==> config.mk <==
export PLATFORM = sky130hd
export DESIGN_NAME = ksc_interface
export DESIGN_NICKNAME = d
export VERILOG_FILES = /design/src/design/ksc_pkg.sv /design/src/design/ksc_key_if.sv /design/src/design/ksc_key_buf.sv /design/src/design/ksc_scanner.sv /design/src/design/ksc_interface.sv
export SDC_FILE = /design/constraint.sdc
export NUM_CORES = 1
export LEC_CHECK = 0
export ABC_AREA = 0
export BUFFER_PORTS_ARGS = -buffer_cell sky130_fd_sc_hd__buf_2
export CAP_MARGIN = 20
export CORE_ASPECT_RATIO = 1.4
export CORE_MARGIN = 5
export CORE_UTILIZATION = 30
export CTS_CLUSTER_DIAMETER = 150
export CTS_CLUSTER_SIZE = 28
export DETAILED_ROUTE_END_ITERATION = 8
export GPL_TIMING_DRIVEN = 0
export PLACE_DENSITY = 0.5
export REMOVE_ABC_BUFFERS = 1
export SYNTH_ARGS = -nofsm -noshare
export SYNTH_HDL_FRONTEND = slang
export SYNTH_SLANG_ARGS = --single-unit
==> constraint.sdc <==
create_clock -name clk -period 7.84 [get_ports clk]
set_input_delay 0.392 -clock clk [delete_from_list [all_inputs] [get_ports clk]]
set_output_delay 0.392 -clock clk [all_outputs]
set_load 0.02 [all_outputs]
==> src/design/ksc_pkg.sv <==
`default_nettype none
package ksc_pkg;
    localparam logic [2:0] SEL_CODE = 3'h6;
    localparam logic [3:0] REG_STATUS = 4'h1;
    localparam logic [3:0] REG_ID = 4'h3;
    localparam logic [3:0] REG_CLK_DATA = 4'h9;
    localparam logic [3:0] REG_KEYCODE = 4'hA;
    localparam logic [3:0] REG_TONE = 4'hB;
    localparam logic [3:0] REG_ADDR = 4'hC;
    localparam logic [3:0] REG_NV_DATA = 4'hD;
    localparam logic [3:0] REG_LOOP = 4'hF;
    // Identification pattern; value is arbitrary.
    localparam logic [7:0] ID_VALUE = 8'h5A;
    localparam int STAT_IRQ_BIT = 0;
    localparam int STAT_PFW_BIT = 1;
    localparam int STAT_BATT_BIT = 3;
    localparam int SRQ_BIT = 6;
    localparam logic [15:0] STAT_DRIVE_MASK = 16'h0FFF;
    localparam logic [7:0] TONE_OFF = 8'hFF;
    localparam logic [7:0] TONE_RESET = 8'hFF;
    localparam logic [3:0] COLUMNS = 4'hF;
    localparam int CLK_HZ = 200_000_000;
    localparam int TONE_IN_HZ = 200_000;
    localparam int TONE_IN_DIV = 4;
    localparam int TONE_TICK_CYC = CLK_HZ / (TONE_IN_HZ / TONE_IN_DIV);
    localparam int LOCK_NS = 2_250_000;
    localparam int LOCK_CYC = LOCK_NS / (1_000_000_000 / CLK_HZ);
    localparam int SCAN_CYC = 16;
    localparam logic [4:0] REPEAT_RESET = 5'h00;
    localparam int LED_W = 2;
endpackage : ksc_pkg
`default_nettype wire

==> src/design/ksc_key_if.sv <==
`default_nettype none
interface ksc_key_if;
    logic valid;
    logic ready;
    logic [8:0] data;
    modport src (output valid, output data, input ready);
    modport dst (input valid, input data, output ready);
endinterface : ksc_key_if
`default_nettype wire

==> src/design/ksc_key_buf.sv <==
`default_nettype none
// Two-entry buffer between the scanner and the holding register.
module ksc_key_buf #(
    parameter int W = 9
) (
    input wire logic clk,
    input wire logic rst_n,
    ksc_key_if.dst in_if,
    ksc_key_if.src out_if
);
    typedef struct packed {
        logic [1:0][W-1:0] mem;
        logic [1:0] cnt;
        logic wp;
        logic rp;
    } ksc_buf_t;
    ksc_buf_t s_q, s_d;
    logic push, pop;
    assign in_if.ready = s_q.cnt != 2'h2;
    assign out_if.valid = s_q.cnt != 2'h0;
    assign out_if.data = s_q.mem[s_q.rp];
    assign push = in_if.valid && in_if.ready;
    assign pop = out_if.valid && out_if.ready;
    always_comb begin
        s_d = s_q;
        if (push) begin
            s_d.mem[s_q.wp] = in_if.data[W-1:0];
            s_d.wp = ~s_q.wp;
        end
        if (pop) begin
            s_d.rp = ~s_q.rp;
        end
        s_d.cnt = s_q.cnt + {1'b0, push} - {1'b0, pop};
    end
    always_ff @(posedge clk or negedge rst_n) begin
        if (!rst_n) begin
            s_q <= '0;
        end else begin
            s_q <= s_d;
        end
    end
    no_overflow_a: assert property (@(posedge clk) disable iff (!rst_n)
        s_q.cnt != 2'h3) else $error("buffer count beyond two");
endmodule : ksc_key_buf
`default_nettype wire

==> src/design/ksc_scanner.sv <==
`default_nettype none
// Key matrix scanner: steps columns, reports new presses.
module ksc_scanner (
    input wire logic clk,
    input wire logic rst_n,
    input wire logic [7:0] key_rows,
    input wire logic shift_key,
    input wire logic ctrl_key,
    output logic [3:0] key_column,
    ksc_key_if.src out_if
);
    typedef struct packed {
        logic [3:0] col;
        logic [4:0] dwell;
        logic [14:0][7:0] prev;
        logic pend;
        logic [8:0] code;
    } ksc_scan_t;
    ksc_scan_t s_q, s_d;
    logic [7:0] fresh;
    logic [2:0] row;
    function automatic logic [2:0] lowest(input logic [7:0] v);
        lowest = 3'h0;
        for (int i = 7; i >= 0; i--) begin
            if (v[i]) begin
                lowest = 3'(i);
            end
        end
    endfunction : lowest
    assign key_column = s_q.col;
    assign out_if.valid = s_q.pend;
    assign out_if.data = s_q.code;
    assign fresh = key_rows & ~s_q.prev[s_q.col];
    assign row = lowest(fresh);
    always_comb begin
        s_d = s_q;
        if (out_if.ready && s_q.pend) begin
            s_d.pend = 1'b0;
        end
        s_d.dwell = s_q.dwell + 5'h01;
        if (s_q.dwell == 5'(ksc_pkg::SCAN_CYC - 1) && !s_q.pend) begin
            s_d.dwell = 5'h00;
            if (fresh != 8'h00) begin
                s_d.pend = 1'b1;
                s_d.code = {shift_key, ctrl_key, s_q.col, row};
                s_d.prev[s_q.col][row] = 1'b1;
            end else begin
                s_d.prev[s_q.col] = key_rows;
                s_d.col = (s_q.col == ksc_pkg::COLUMNS - 4'h1) ? 4'h0 :
                    s_q.col + 4'h1;
            end
        end else if (s_q.dwell == 5'(ksc_pkg::SCAN_CYC - 1)) begin
            s_d.dwell = s_q.dwell;
        end
    end
    always_ff @(posedge clk or negedge rst_n) begin
        if (!rst_n) begin
            s_q <= '0;
        end else begin
            s_q <= s_d;
        end
    end
    col_range_a: assert property (@(posedge clk) disable iff (!rst_n)
        s_q.col < ksc_pkg::COLUMNS) else $error("column out of range");
endmodule : ksc_scanner
`default_nettype wire

==> src/design/ksc_interface.sv <==
`default_nettype none
// Summary of operation
// Register selects pick the addressed function.
// Respond only on matching select code.
// Register 3 read returns identification byte.
// Status: interrupt, power warning, battery fail.
// Keycode sets service request, bit 6; code puts it on status bit 0 and the status/flag lines instead.
// Two loopback latches readable via register 15.
// Scan fifteen columns of eight keys.
// New press loads keycode with modifiers.
// Keycode held from overwrite 2.25 ms.
// Host writes LEDs and repeat together.
// Repeat default 500/20 ms, 31 settings.
// Four-bit strapped language code presented.
// Tone divides 50 kHz by register 11.
// All-ones divide byte silences tone.
// Clock chip addressed via 12, data 9.
// Clock address advances after each access.
// Inverted store address via 12, data 13.
// Interface clear disables clock and store.
// Low battery at power-up sets status.
// Host reads battery status within seconds.
// Sixteen data and fourteen control lines.
// Drive bus only for owned registers.
// Drive select code status and flag.
// Ignore unowned writes, no drive otherwise.
// Keycode read clears request and pending.
module ksc_interface #(
    parameter int LOCK_CYCLES = ksc_pkg::LOCK_CYC
) (
    input wire logic clk,
    input wire logic rst_n,
    input wire logic [2:0] periph_addr,
    input wire logic [3:0] reg_sel,
    input wire logic rd_strobe,
    input wire logic wr_strobe,
    input wire logic poll,
    input wire logic iface_clear,
    input wire logic power_fail_warn,
    input wire logic battery_low,
    input wire logic printer_status,
    input wire logic printer_flag,
    input wire logic [15:0] data_in,
    output logic [15:0] data_out,
    output logic [15:0] data_oe_n,
    output logic select_code_status_low,
    output logic select_code_flag_low,
    input wire logic [7:0] key_rows,
    input wire logic shift_key,
    input wire logic ctrl_key,
    output logic [3:0] key_column,
    input wire logic [3:0] language_strap,
    output logic [1:0] led,
    output logic [4:0] repeat_select,
    output logic tone_out,
    output logic clk_chip_enable,
    output logic clk_chip_we,
    output logic [3:0] clk_chip_addr,
    output logic [3:0] clk_chip_wdata,
    input wire logic [3:0] clk_chip_rdata,
    output logic nv_enable,
    output logic nv_we,
    output logic [10:0] nv_addr,
    output logic [7:0] nv_wdata,
    input wire logic [7:0] nv_rdata
);
    localparam int LW = $clog2(LOCK_CYCLES + 1);
    typedef struct packed {
        logic [8:0] hold;
        logic srq;
        logic [LW-1:0] lock;
        logic [1:0] led;
        logic [4:0] rpt;
        logic [7:0] div;
        logic [7:0] cnt;
        logic [11:0] pre;
        logic tone;
        logic [3:0] caddr;
        logic [10:0] naddr;
        logic [15:0] loop;
        logic [15:0] dout;
        logic [15:0] oe_n;
        logic batt;
        logic batt_done;
        logic [3:0] lang;
        logic cwe;
        logic nwe;
        logic [7:0] wd;
    } ksc_state_t;
    ksc_state_t s_q, s_d;
    ksc_key_if scan_if ();
    ksc_key_if hold_if ();
    logic hit, rd, wr;
    ksc_scanner u_scan (
        .clk(clk),
        .rst_n(rst_n),
        .key_rows(key_rows),
        .shift_key(shift_key),
        .ctrl_key(ctrl_key),
        .key_column(key_column),
        .out_if(scan_if.src)
    );
    ksc_key_buf #(.W(9)) u_buf (
        .clk(clk),
        .rst_n(rst_n),
        .in_if(scan_if.dst),
        .out_if(hold_if.src)
    );
    function automatic logic owned(input logic [3:0] r);
        owned = r == ksc_pkg::REG_STATUS || r == ksc_pkg::REG_ID ||
            r == ksc_pkg::REG_CLK_DATA || r == ksc_pkg::REG_KEYCODE ||
            r == ksc_pkg::REG_TONE || r == ksc_pkg::REG_ADDR ||
            r == ksc_pkg::REG_NV_DATA || r == ksc_pkg::REG_LOOP;
    endfunction : owned
    assign hit = periph_addr == ksc_pkg::SEL_CODE;
    assign rd = hit && rd_strobe;
    assign wr = hit && wr_strobe;
    // A new keycode only enters once the held one is read or the lockout ends.
    assign hold_if.ready = !s_q.srq || s_q.lock == '0;
    always_comb begin
        s_d = s_q;
        s_d.cwe = 1'b0;
        s_d.nwe = 1'b0;
        s_d.oe_n = 16'hFFFF;
        s_d.dout = 16'h0000;
        if (s_q.lock != '0) begin
            s_d.lock = s_q.lock - LW'(1);
        end
        if (!s_q.batt_done) begin
            s_d.batt = battery_low;
            s_d.batt_done = 1'b1;
            s_d.lang = language_strap;
        end
        if (rd && owned(reg_sel)) begin
            case (reg_sel)
                ksc_pkg::REG_STATUS: begin
                    s_d.dout[ksc_pkg::STAT_IRQ_BIT] = s_q.srq;
                    s_d.dout[ksc_pkg::STAT_PFW_BIT] = power_fail_warn;
                    s_d.dout[ksc_pkg::STAT_BATT_BIT] = s_q.batt;
                    s_d.dout[7:4] = s_q.lang;
                    s_d.oe_n = ~ksc_pkg::STAT_DRIVE_MASK;
                end
                ksc_pkg::REG_ID: begin
                    s_d.dout[7:0] = ksc_pkg::ID_VALUE;
                    s_d.oe_n = 16'hFF00;
                end
                ksc_pkg::REG_CLK_DATA: begin
                    if (!iface_clear) begin
                        s_d.dout[3:0] = clk_chip_rdata;
                        s_d.oe_n = 16'hFF00;
                        // Post-increment: this access used the loaded address.
                        s_d.caddr = s_q.caddr + 4'h1;
                    end
                end
                ksc_pkg::REG_KEYCODE: begin
                    s_d.dout[8:0] = s_q.hold;
                    s_d.oe_n = 16'h0000;
                    s_d.srq = 1'b0;
                    s_d.lock = '0;
                end
                ksc_pkg::REG_NV_DATA: begin
                    if (!iface_clear) begin
                        s_d.dout[7:0] = nv_rdata;
                        s_d.oe_n = 16'hFF00;
                    end
                end
                ksc_pkg::REG_LOOP: begin
                    s_d.dout = s_q.loop;
                    s_d.oe_n = 16'h0000;
                end
                default: begin
                    s_d.oe_n = 16'hFFFF;
                end
            endcase
        end
        if (wr) begin
            case (reg_sel)
                ksc_pkg::REG_CLK_DATA: begin
                    s_d.wd = {4'h0, data_in[3:0]};
                    s_d.cwe = !iface_clear;
                    if (!iface_clear) begin
                        s_d.caddr = s_q.caddr + 4'h1;
                    end
                end
                ksc_pkg::REG_KEYCODE: begin
                    s_d.led = data_in[1:0];
                    s_d.rpt = data_in[6:2];
                end
                ksc_pkg::REG_TONE: begin
                    s_d.div = data_in[7:0];
                end
                ksc_pkg::REG_ADDR: begin
                    s_d.caddr = data_in[3:0];
                    s_d.naddr = ~data_in[10:0];
                end
                ksc_pkg::REG_NV_DATA: begin
                    s_d.wd = data_in[7:0];
                    s_d.nwe = !iface_clear;
                end
                ksc_pkg::REG_LOOP: begin
                    s_d.loop = data_in;
                end
                default: begin
                    s_d.wd = s_q.wd;
                end
            endcase
        end
        // Loading the holding register outranks the read clear.
        if (hold_if.valid && hold_if.ready) begin
            s_d.hold = hold_if.data;
            s_d.srq = 1'b1;
            s_d.lock = LW'(LOCK_CYCLES);
        end
        s_d.pre = s_q.pre + 12'h001;
        if (s_q.pre == 12'(ksc_pkg::TONE_TICK_CYC - 1)) begin
            s_d.pre = 12'h000;
            if (s_q.cnt == 8'h00) begin
                s_d.cnt = s_q.div;
                s_d.tone = ~s_q.tone;
            end else begin
                s_d.cnt = s_q.cnt - 8'h01;
            end
        end
        if (s_q.div == ksc_pkg::TONE_OFF) begin
            s_d.tone = 1'b0;
        end
    end
    always_ff @(posedge clk or negedge rst_n) begin
        if (!rst_n) begin
            s_q <= '0;
            s_q.oe_n <= 16'hFFFF;
            s_q.div <= ksc_pkg::TONE_RESET;
            s_q.rpt <= ksc_pkg::REPEAT_RESET;
        end else begin
            s_q <= s_d;
        end
    end
    // Data and enables are registered; the host samples a cycle after strobe.
    assign data_out = s_q.dout;
    assign data_oe_n = s_q.oe_n;
    assign led = s_q.led;
    assign repeat_select = s_q.rpt;
    assign tone_out = s_q.tone;
    assign clk_chip_enable = !iface_clear;
    assign nv_enable = !iface_clear;
    assign clk_chip_we = s_q.cwe && !iface_clear;
    assign nv_we = s_q.nwe && !iface_clear;
    // The write lands on the pre-increment address held a cycle earlier.
    assign clk_chip_addr = s_q.cwe ? s_q.caddr - 4'h1 : s_q.caddr;
    assign clk_chip_wdata = s_q.wd[3:0];
    assign nv_addr = s_q.naddr;
    assign nv_wdata = s_q.wd;
    // Status and flag lines are shared with the printer across the code.
    assign select_code_status_low = ~(s_q.srq | printer_status);
    assign select_code_flag_low = ~((poll && hit && s_q.srq) |
        printer_flag);
    srq_sets_a: assert property (@(posedge clk) disable iff (!rst_n)
        hold_if.valid && hold_if.ready |=> s_q.srq)
        else $error("service request not set on keycode load");
    read_clears_a: assert property (@(posedge clk) disable iff (!rst_n)
        rd && reg_sel == ksc_pkg::REG_KEYCODE && !hold_if.valid
        |=> !s_q.srq)
        else $error("keycode read did not clear request");
    lock_holds_a: assert property (@(posedge clk) disable iff (!rst_n)
        s_q.srq && s_q.lock != '0 |-> !hold_if.ready)
        else $error("held keycode overwritable during lockout");
    id_read_a: assert property (@(posedge clk) disable iff (!rst_n)
        rd && reg_sel == ksc_pkg::REG_ID |=>
        data_out[7:0] == ksc_pkg::ID_VALUE && data_oe_n[7:0] == 8'h00)
        else $error("identification byte wrong");
    foreign_quiet_a: assert property (@(posedge clk) disable iff (!rst_n)
        !hit |=> data_oe_n == 16'hFFFF)
        else $error("drove bus for another select code");
    status_mask_a: assert property (@(posedge clk) disable iff (!rst_n)
        rd && reg_sel == ksc_pkg::REG_STATUS |=>
        data_oe_n[15:12] == 4'hF && data_out[3] == $past(s_q.batt))
        else $error("status drive or battery bit wrong");
    tone_silent_a: assert property (@(posedge clk) disable iff (!rst_n)
        s_q.div == ksc_pkg::TONE_OFF [*2] |-> !tone_out)
        else $error("tone active while silenced");
    clear_blocks_a: assert property (@(posedge clk) disable iff (!rst_n)
        iface_clear |-> !clk_chip_we && !nv_we && !nv_enable)
        else $error("chip write during interface clear");
    loop_back_a: assert property (@(posedge clk) disable iff (!rst_n)
        wr && reg_sel == ksc_pkg::REG_LOOP ##1
        rd && reg_sel == ksc_pkg::REG_LOOP |=>
        data_out == $past(data_in, 2))
        else $error("loopback latch mismatch");
endmodule : ksc_interface
`default_nettype wire

# After elaboration in Yosys (flattened, before gate mapping)
# Cells that the tools add are included.
# classes
n_addsub	9
order_cmp	7
n_eq_ne	15
n_mux	60
bitwise_logic	12
n_reduce_logical	44
# op_table
op	n
bitwise mux 120 bit	1
two-way mux 120 bit	1
bitwise OR 120 bit	1
two-way mux 20 bit	4
one-hot mux 16 bit (5 select lines)	1
demux 8 bit (select 4 bit)	2
binary-select mux 8 bit (select 4 bit)	1
two-way mux 32 bit	1
two-way mux 8 bit	4
two-way mux 31 bit	1
two-way mux 10 bit	3
== test 4 bit, second input constant	7
two-way mux 9 bit	3
two-way mux 24 bit	1
two-way mux 3 bit	8
two-way mux 4 bit	6
one-hot mux 4 bit (5 select lines)	1
zero test 19 bit	1
two-way mux 19 bit	1
nonzero test 19 bit	1
subtractor 19 x 1 -> 19 bit, second input constant	1
bitwise mux 18 bit	1
AND reduction 2 bit	9
two-way mux 16 bit	1
other kinds (45)	86
# totals
reg_bits	305
out_inout_bits	77

# Longest topological paths before layout
# logic_depth
word_depth	20
mapped_depth	13
mapped_depth_nobuf	12

# Hierarchy
# From an unflattened synthesis, not the netlist that was laid out.
# hier_totals
cells_unflattened	1565
area_unflattened_um2	15488.6
# modules_own_cells
module	n_inst	cells_each	area_each_um2
ksc_scanner	1	846	7704.9
ksc_interface	1	654	6720.2
ksc_key_buf	1	65	1063.5

# Worst setup path after synthesis
# No wires, ideal clock.
# synth_timing
path_type	register to register
from	reg u_scan.s_q (netlist bit u_scan.key_column[0])
to	reg u_scan.s_q (netlist bit u_scan.out_if.data[3])
arrival_ps	2495
path_slack_ps	5220
stages_incl_launch_ff	12
path_buffers	4
cell_sequence	dfrtp_1 -> buf_6 -> buf_6 -> buf_6 -> nor2_4 -> a22oi_1 -> a211oi_2 -> o21ai_2 -> or3_4 -> buf_6 -> o21ai_4 -> mux2_2
# synth_via
elab_chain_cells	6
# synth_rtl
item	line	rtl
start, declared	ksc_scanner.sv:19	ksc_scan_t s_q, s_d;
start signal, assigned	ksc_scanner.sv:58	s_q <= '0;
start signal, assigned	ksc_scanner.sv:60	s_q <= s_d;
binary-select mux 8 bit (select 4 bit)	ksc_scanner.sv:33	assign fresh = key_rows & ~s_q.prev[s_q.col];
two-way mux 8 bit (not written as such)	ksc_scanner.sv:33	
NOT 8 bit	ksc_scanner.sv:33	
bitwise AND 8 bit	ksc_scanner.sv:33	
nonzero test 8 bit	ksc_scanner.sv:43	if (fresh != 8'h00) begin
AND reduction 2 bit (no source line)	n/a	
# Parallel ways exist; a longest one is shown, timed or not. The select of a mux whose other input is x is not followed.
# A chain may end at the register's enable or synchronous reset.

# Worst setup path after layout
# layout_timing
from	reg u_scan.s_q (netlist bit u_scan.key_column[1])
to	reg u_scan.s_q[15] (netlist bit)
# layout_via
elab_chain_cells	20
# layout_rtl
item	line	rtl
binary-select mux 8 bit (select 4 bit)	ksc_scanner.sv:33	
two-way mux 8 bit (not written as such)	ksc_scanner.sv:33	
NOT 8 bit	ksc_scanner.sv:33	
bitwise AND 8 bit	ksc_scanner.sv:33	
two-way mux 3 bit (8 in series)	ksc_scanner.sv:25	if (v[i]) begin
< comparator 3 x 4 -> 1 bit (not written as such) / greater-or-equal comparator 3 x 1 -> 1 bit (equally long branches)	ksc_scanner.sv:46	s_d.prev[s_q.col][row] = 1'b1;
logical AND 1 bit (not written as such)	ksc_scanner.sv:46	
two-way mux 1 bit (not written as such)	ksc_scanner.sv:46	
demux 1 bit (select 3 bit)	n/a	
two-way mux 8 bit (not written as such)	ksc_scanner.sv:46	
demux 8 bit (select 4 bit)	n/a	
bitwise OR 120 bit (no source line)	n/a	
two-way mux 120 bit *	ksc_scanner.sv:43	
# Mark *: on every way between the ends. The rest lies on a longest branch, timed or not. The select of a mux whose other input is x is not followed.

==> Flow_metrics.wiki <==
{| class="wikitable"
! Metric !! Value
|-
| Outcome || completed
|-
| Critical Path Source Type || flip-flop
|-
| Number of cells on the worst hold path || 2
|-
| Time the worst path needs with I/O delays and setup || ~5 ns
|-
| Reg-to-reg startpoint || u_scan.key_column[1]
|-
| Maximum clock rate || 199.8 MHz
|-
| Data required time at the worst endpoint || between 8 and 9 ns
|-
| Static power due to leakage || about 7 nW
|-
| Violation count after the first detailed-route iteration || just over 1000
|-
| Final hold violation count || 0
|-
| Placer congestion estimate || between 0.8 and 0.9
|-
| Final wirelength || between 40000 and 50000 µm
|-
| Initial standard-cell utilization of the core || between 30 and 40%
|-
| Number of failing setup endpoints in the final timing report || 0
|-
| Area enclosed by the die boundary || 0.05554 mm²
|-
| Number of I/O port buffers || between 100 and 150
|-
| Setup clock skew after layout || approximately 0.033 ns
|-
| Clock tree from TritonCTS || done
|-
| Area of the placeable core || roughly 0.050 mm²
|-
| Areal power density over the cells || between 150 and 200 mW/mm²
|-
| Synth-to-layout area growth || 9.043%
|-
| Post-route design area || about 0.017 mm²
|-
| Synth top area cells || dfrtp_1 (46%), mux2_2 (5.0%), buf_4 (3.5%), nor2_1 (3.3%), mux4_2 (3.1%)
|-
| Type of the most critical hold path || in -> reg
|-
| Chip height || between 200 and 300 µm
|-
| Count of maximum capacitance violations || 0
|-
| Start-to-end type of the worst setup path || reg -> reg
|-
| Critical hold path startpoint || data_in[9]
|-
| Final period util || approximately 64%
|-
| Max_slew headroom || a little over a fifth
|-
| Average vias per placed instance || 5.540
|-
| Horizontal die dimension || between 200 and 250 µm
|-
| Maximum number of pins on one net before global-route repair || around 120
|-
| Congestion Overflow GR || 0
|-
| Worst voltage drop across the vdd grid || 0.0001328 V
|-
| Antenna violations before repair || 2
|-
| Final sum of negative setup slack || 0 ns
|-
| Inserted Clock Buffers || 14
|-
| Setup slack at placement || roughly 3 ns
|-
| Arrival time reported for the critical path endpoint || about 5.4 ns
|-
| Flop and latch count out of synthesis || just under 300
|-
| RSZ-0062 raised after global routing || no
|-
| Final slew viol count || 0
|-
| Post-layout nets || around 1500
|-
| Crit-path max FO || 46
|-
| Placement Cell Area || ~0.016 mm²
|-
| Number of vias in the routed layout || between 10000 and 15000
|-
| DRC violation count after routing || 0
|-
| Worst Reg2Reg Path Length in Cells || 9
|-
| Layout filler cell count || between 5000 and 6000
|-
| Proportion of synthesized chip area in sequential cells || 47.97%
|-
| Remaining antenna violation count after routing || 0
|-
| Largest stage delay on the critical path || 0.86 ns
|-
| Internal reg-to-reg setup slack || approximately 2.8 ns
|-
| Area share of the largest cell type after synthesis || 46.08%
|-
| Synth Flop Type || dfrtp_1
|-
| Number of cells upsized or downsized after cts || 0
|-
| Hold slack final || 0.08613 ns
|-
| Clock latency of the later-clocked register in the worst-skew pair || 0.52 ns
|-
| Number of enable-type register cells in the synthesized netlist || 0
|-
| Aggregate global-route resource usage || 16.03%
|-
| DP HPWL || slightly above 30000 µm
|-
| Yosys cell types || 86
|-
| Worst R2R End || u_scan.s_q[15]
|-
| Critical Path Sink Type || flip-flop
|-
| Maximum level of the CTS H-tree || 1
|-
| Measured slew at the worst slew-check pin || 1.171 ns
|-
| Placement row count || 97
|-
| Average wire per standard cell || roughly 22 µm
|-
| Area of the mapped netlist || 0.01526 mm²
|-
| Share of flip-flops with an asynchronous set or reset || 100.0%
|-
| Fraction of layout instances using a drive strength above 1 || approximately 22%
|-
| Synth Instances || between 1000 and 1500
|-
| Global-route wire length before repair || approximately 72000 µm
|-
| Detailed Routing Iterations Pass 1 || 5
|-
| Setup slack after layout || ~2.8 ns
|-
| Slowest CP cell || nor2b_1
|-
| Clk slew on worst S/H paths || around 0.11 ns
|-
| Cell breakdown of the critical path || buf_12 -> nor2b_1 -> and3_1 -> a2111oi_2 -> and2_1 -> nor4_4 -> buf_6 -> nand2_2 -> o32a_1
|-
| End of the worst hold path || nv_addr[9]
|-
| Syn avg cell area || roughly 10 µm²
|-
| Ys Warns || 0
|-
| Clk root buf || clkbuf_16
|-
| Top Ports || roughly 140
|-
| Most area-hungry cell type in the Yosys netlist || dfrtp_1
|-
| Via count of the first global-routing pass || about 12000
|-
| Maximum buffer depth of the clock tree || 3
|-
| Clock Sinks || just under 300
|}
[cell usage after synthesis, types with 5 or more instances]
| cell | number |
|---|---|
| a211oi_1 | 47 |
| a21o_1 | 7 |
| a21oi_1 | 36 |
| a22o_1 | 10 |
| a22oi_1 | 10 |
| a2bb2oi_1 | 16 |
| a31oi_1 | 5 |
| a41oi_1 | 30 |
| and2_1 | 13 |
| and3_1 | 7 |
| buf_2 | 29 |
| buf_4 | 71 |
| buf_6 | 12 |
| clkbuf_1 | 52 |
| dfrtp_1 | 281 |
| dfstp_2 | 11 |
| ha_1 | 10 |
| inv_1 | 25 |
| mux2_2 | 68 |
| mux2i_1 | 18 |
| mux4_2 | 21 |
| nand2_1 | 113 |
| nand2b_1 | 8 |
| nand3_1 | 23 |
| nand4_1 | 9 |
| nor2_1 | 133 |
| nor2b_1 | 16 |
| nor3_1 | 65 |
| nor4_1 | 68 |
| o2111a_1 | 15 |
| o211ai_1 | 5 |
| o21a_1 | 17 |
| o21ai_0 | 52 |
| o21ai_1 | 5 |
| o31ai_1 | 7 |
| o32a_1 | 30 |
| or3_1 | 7 |
| xnor2_1 | 18 |
| xor2_1 | 15 |
[repair_timing]
action                    in CTS  in global routing
hold buffers                   1                  0
hold endpoints to repair      71                  0
buffers inserted               0                  0
[area by class of cell]
class	instances	area, µm²	share of cell area (%)
flip-flops and latches	292	7325	44.01
inverters	26	97.59	0.5865
clock inverters	1	16.27	0.09774
repair buffers	168	1137	6.835
diodes	1	2.502	0.01504
clock buffers	23	405.4	2.436
well taps	643	804.5	4.835
multi-input cells	972	6853	41.18
[worst max-delay path by stage]
stage | start | end | cells after the start
global placement | u_scan.key_column[1] | u_scan.s_q[101] | 7
floorplan | u_scan.key_column[1] | u_scan.s_q[101] | 7
finish | u_scan.key_column[1] | u_scan.s_q[15] | 9
global route | u_scan.key_column[1] | u_scan.s_q[15] | 9
CTS | u_scan.key_column[1] | u_scan.s_q[15] | 9
detailed placement | u_scan.key_column[1] | u_scan.s_q[15] | 9
[report_power, final]
part / internal [mW] / total, mW / leakage, nW / switching [mW]
logic: 0.236 / 0.556 / 2.96 / 0.321
registers: 1.65 / 1.77 / 3.78 / 0.117
clock network: 0.368 / 0.878 / 0.202 / 0.510
[per-layer routing]
metal | global-route usage, % | up-vias | wire length (µm)
met3 | 2.706 | 102 | 2927
li1 | - | 5371 | -
met1 | 20.65 | 5879 | 19130
met5 | 0 | - | 13
met2 | 26.78 | 425 | 22130
met4 | 6.640 | 2 | 1929
[layout by cell type, fill, tap and decap left out, drive strengths merged, types with 5 or more instances in the layout]
master   instances
inv             27
nand2          114
nand2b           8
o31ai            7
o32a            30
o211ai           5
xnor2           18
nor2           134
a211oi          49
nand4           10
a31oi            5
nor4            70
a2bb2oi         16
dfstp           11
and2            14
a41oi           30
dfrtp          281
mux2i           18
a22oi           10
a22o            10
mux4            21
nand3b           5
a21o             7
a21oi           37
buf            166
o22ai            5
and3             7
nand3           23
mux2            68
o21ai           59
xor2            15
ha              10
nor3            70
or3              8
o2111a          15
o21a            17
nor2b           16
clkbuf          24
[state kept, by name, indices dropped and copies added (netlist names)]
name,flops
u_scan.out_if.valid,1
data_out,16
u_scan.out_if.data,9
s_q,85
repeat_select,5
data_oe_n,3
led,2
tone_out,1
u_scan.s_q,125
nv_wdata,8
u_scan.key_column,4
nv_addr,11
u_buf.s_q,22
[cells by family after synthesis]
kind of cell	Yosys count	share of synthesized area [%]
AND/OR/NAND/NOR	497	16.37
adder cells (fa/ha/maj)	10	0.8199
XOR/XNOR	33	1.894
multiplexers	107	9.297
other	1	0.02457
flip-flops	292	47.97
AO/OA/AOI/OAI	324	16.18
buffers and inverters	195	7.444
[stage by stage]
stage          utilization, %  cells  power, mW
3_5_place_dp            32.20   2097      2.360
2_1_floorplan               -   1290      2.127
4_1_cts                 33.06   2122      3.252
6_report                33.12   2126      3.203
3_3_place_gp            31.25   2068      2.323
5_1_grt                 33.11   2125      3.373
[critical path: cells and delay by family (launching register included)]
kind	cells	cell delay, ns
AO/OA/AOI/OAI	2	0.66
buffers and inverters	2	0.56
flip-flops	1	0.65
AND/OR/NAND/NOR	5	2.98
(Power assumes the default switching activity.)
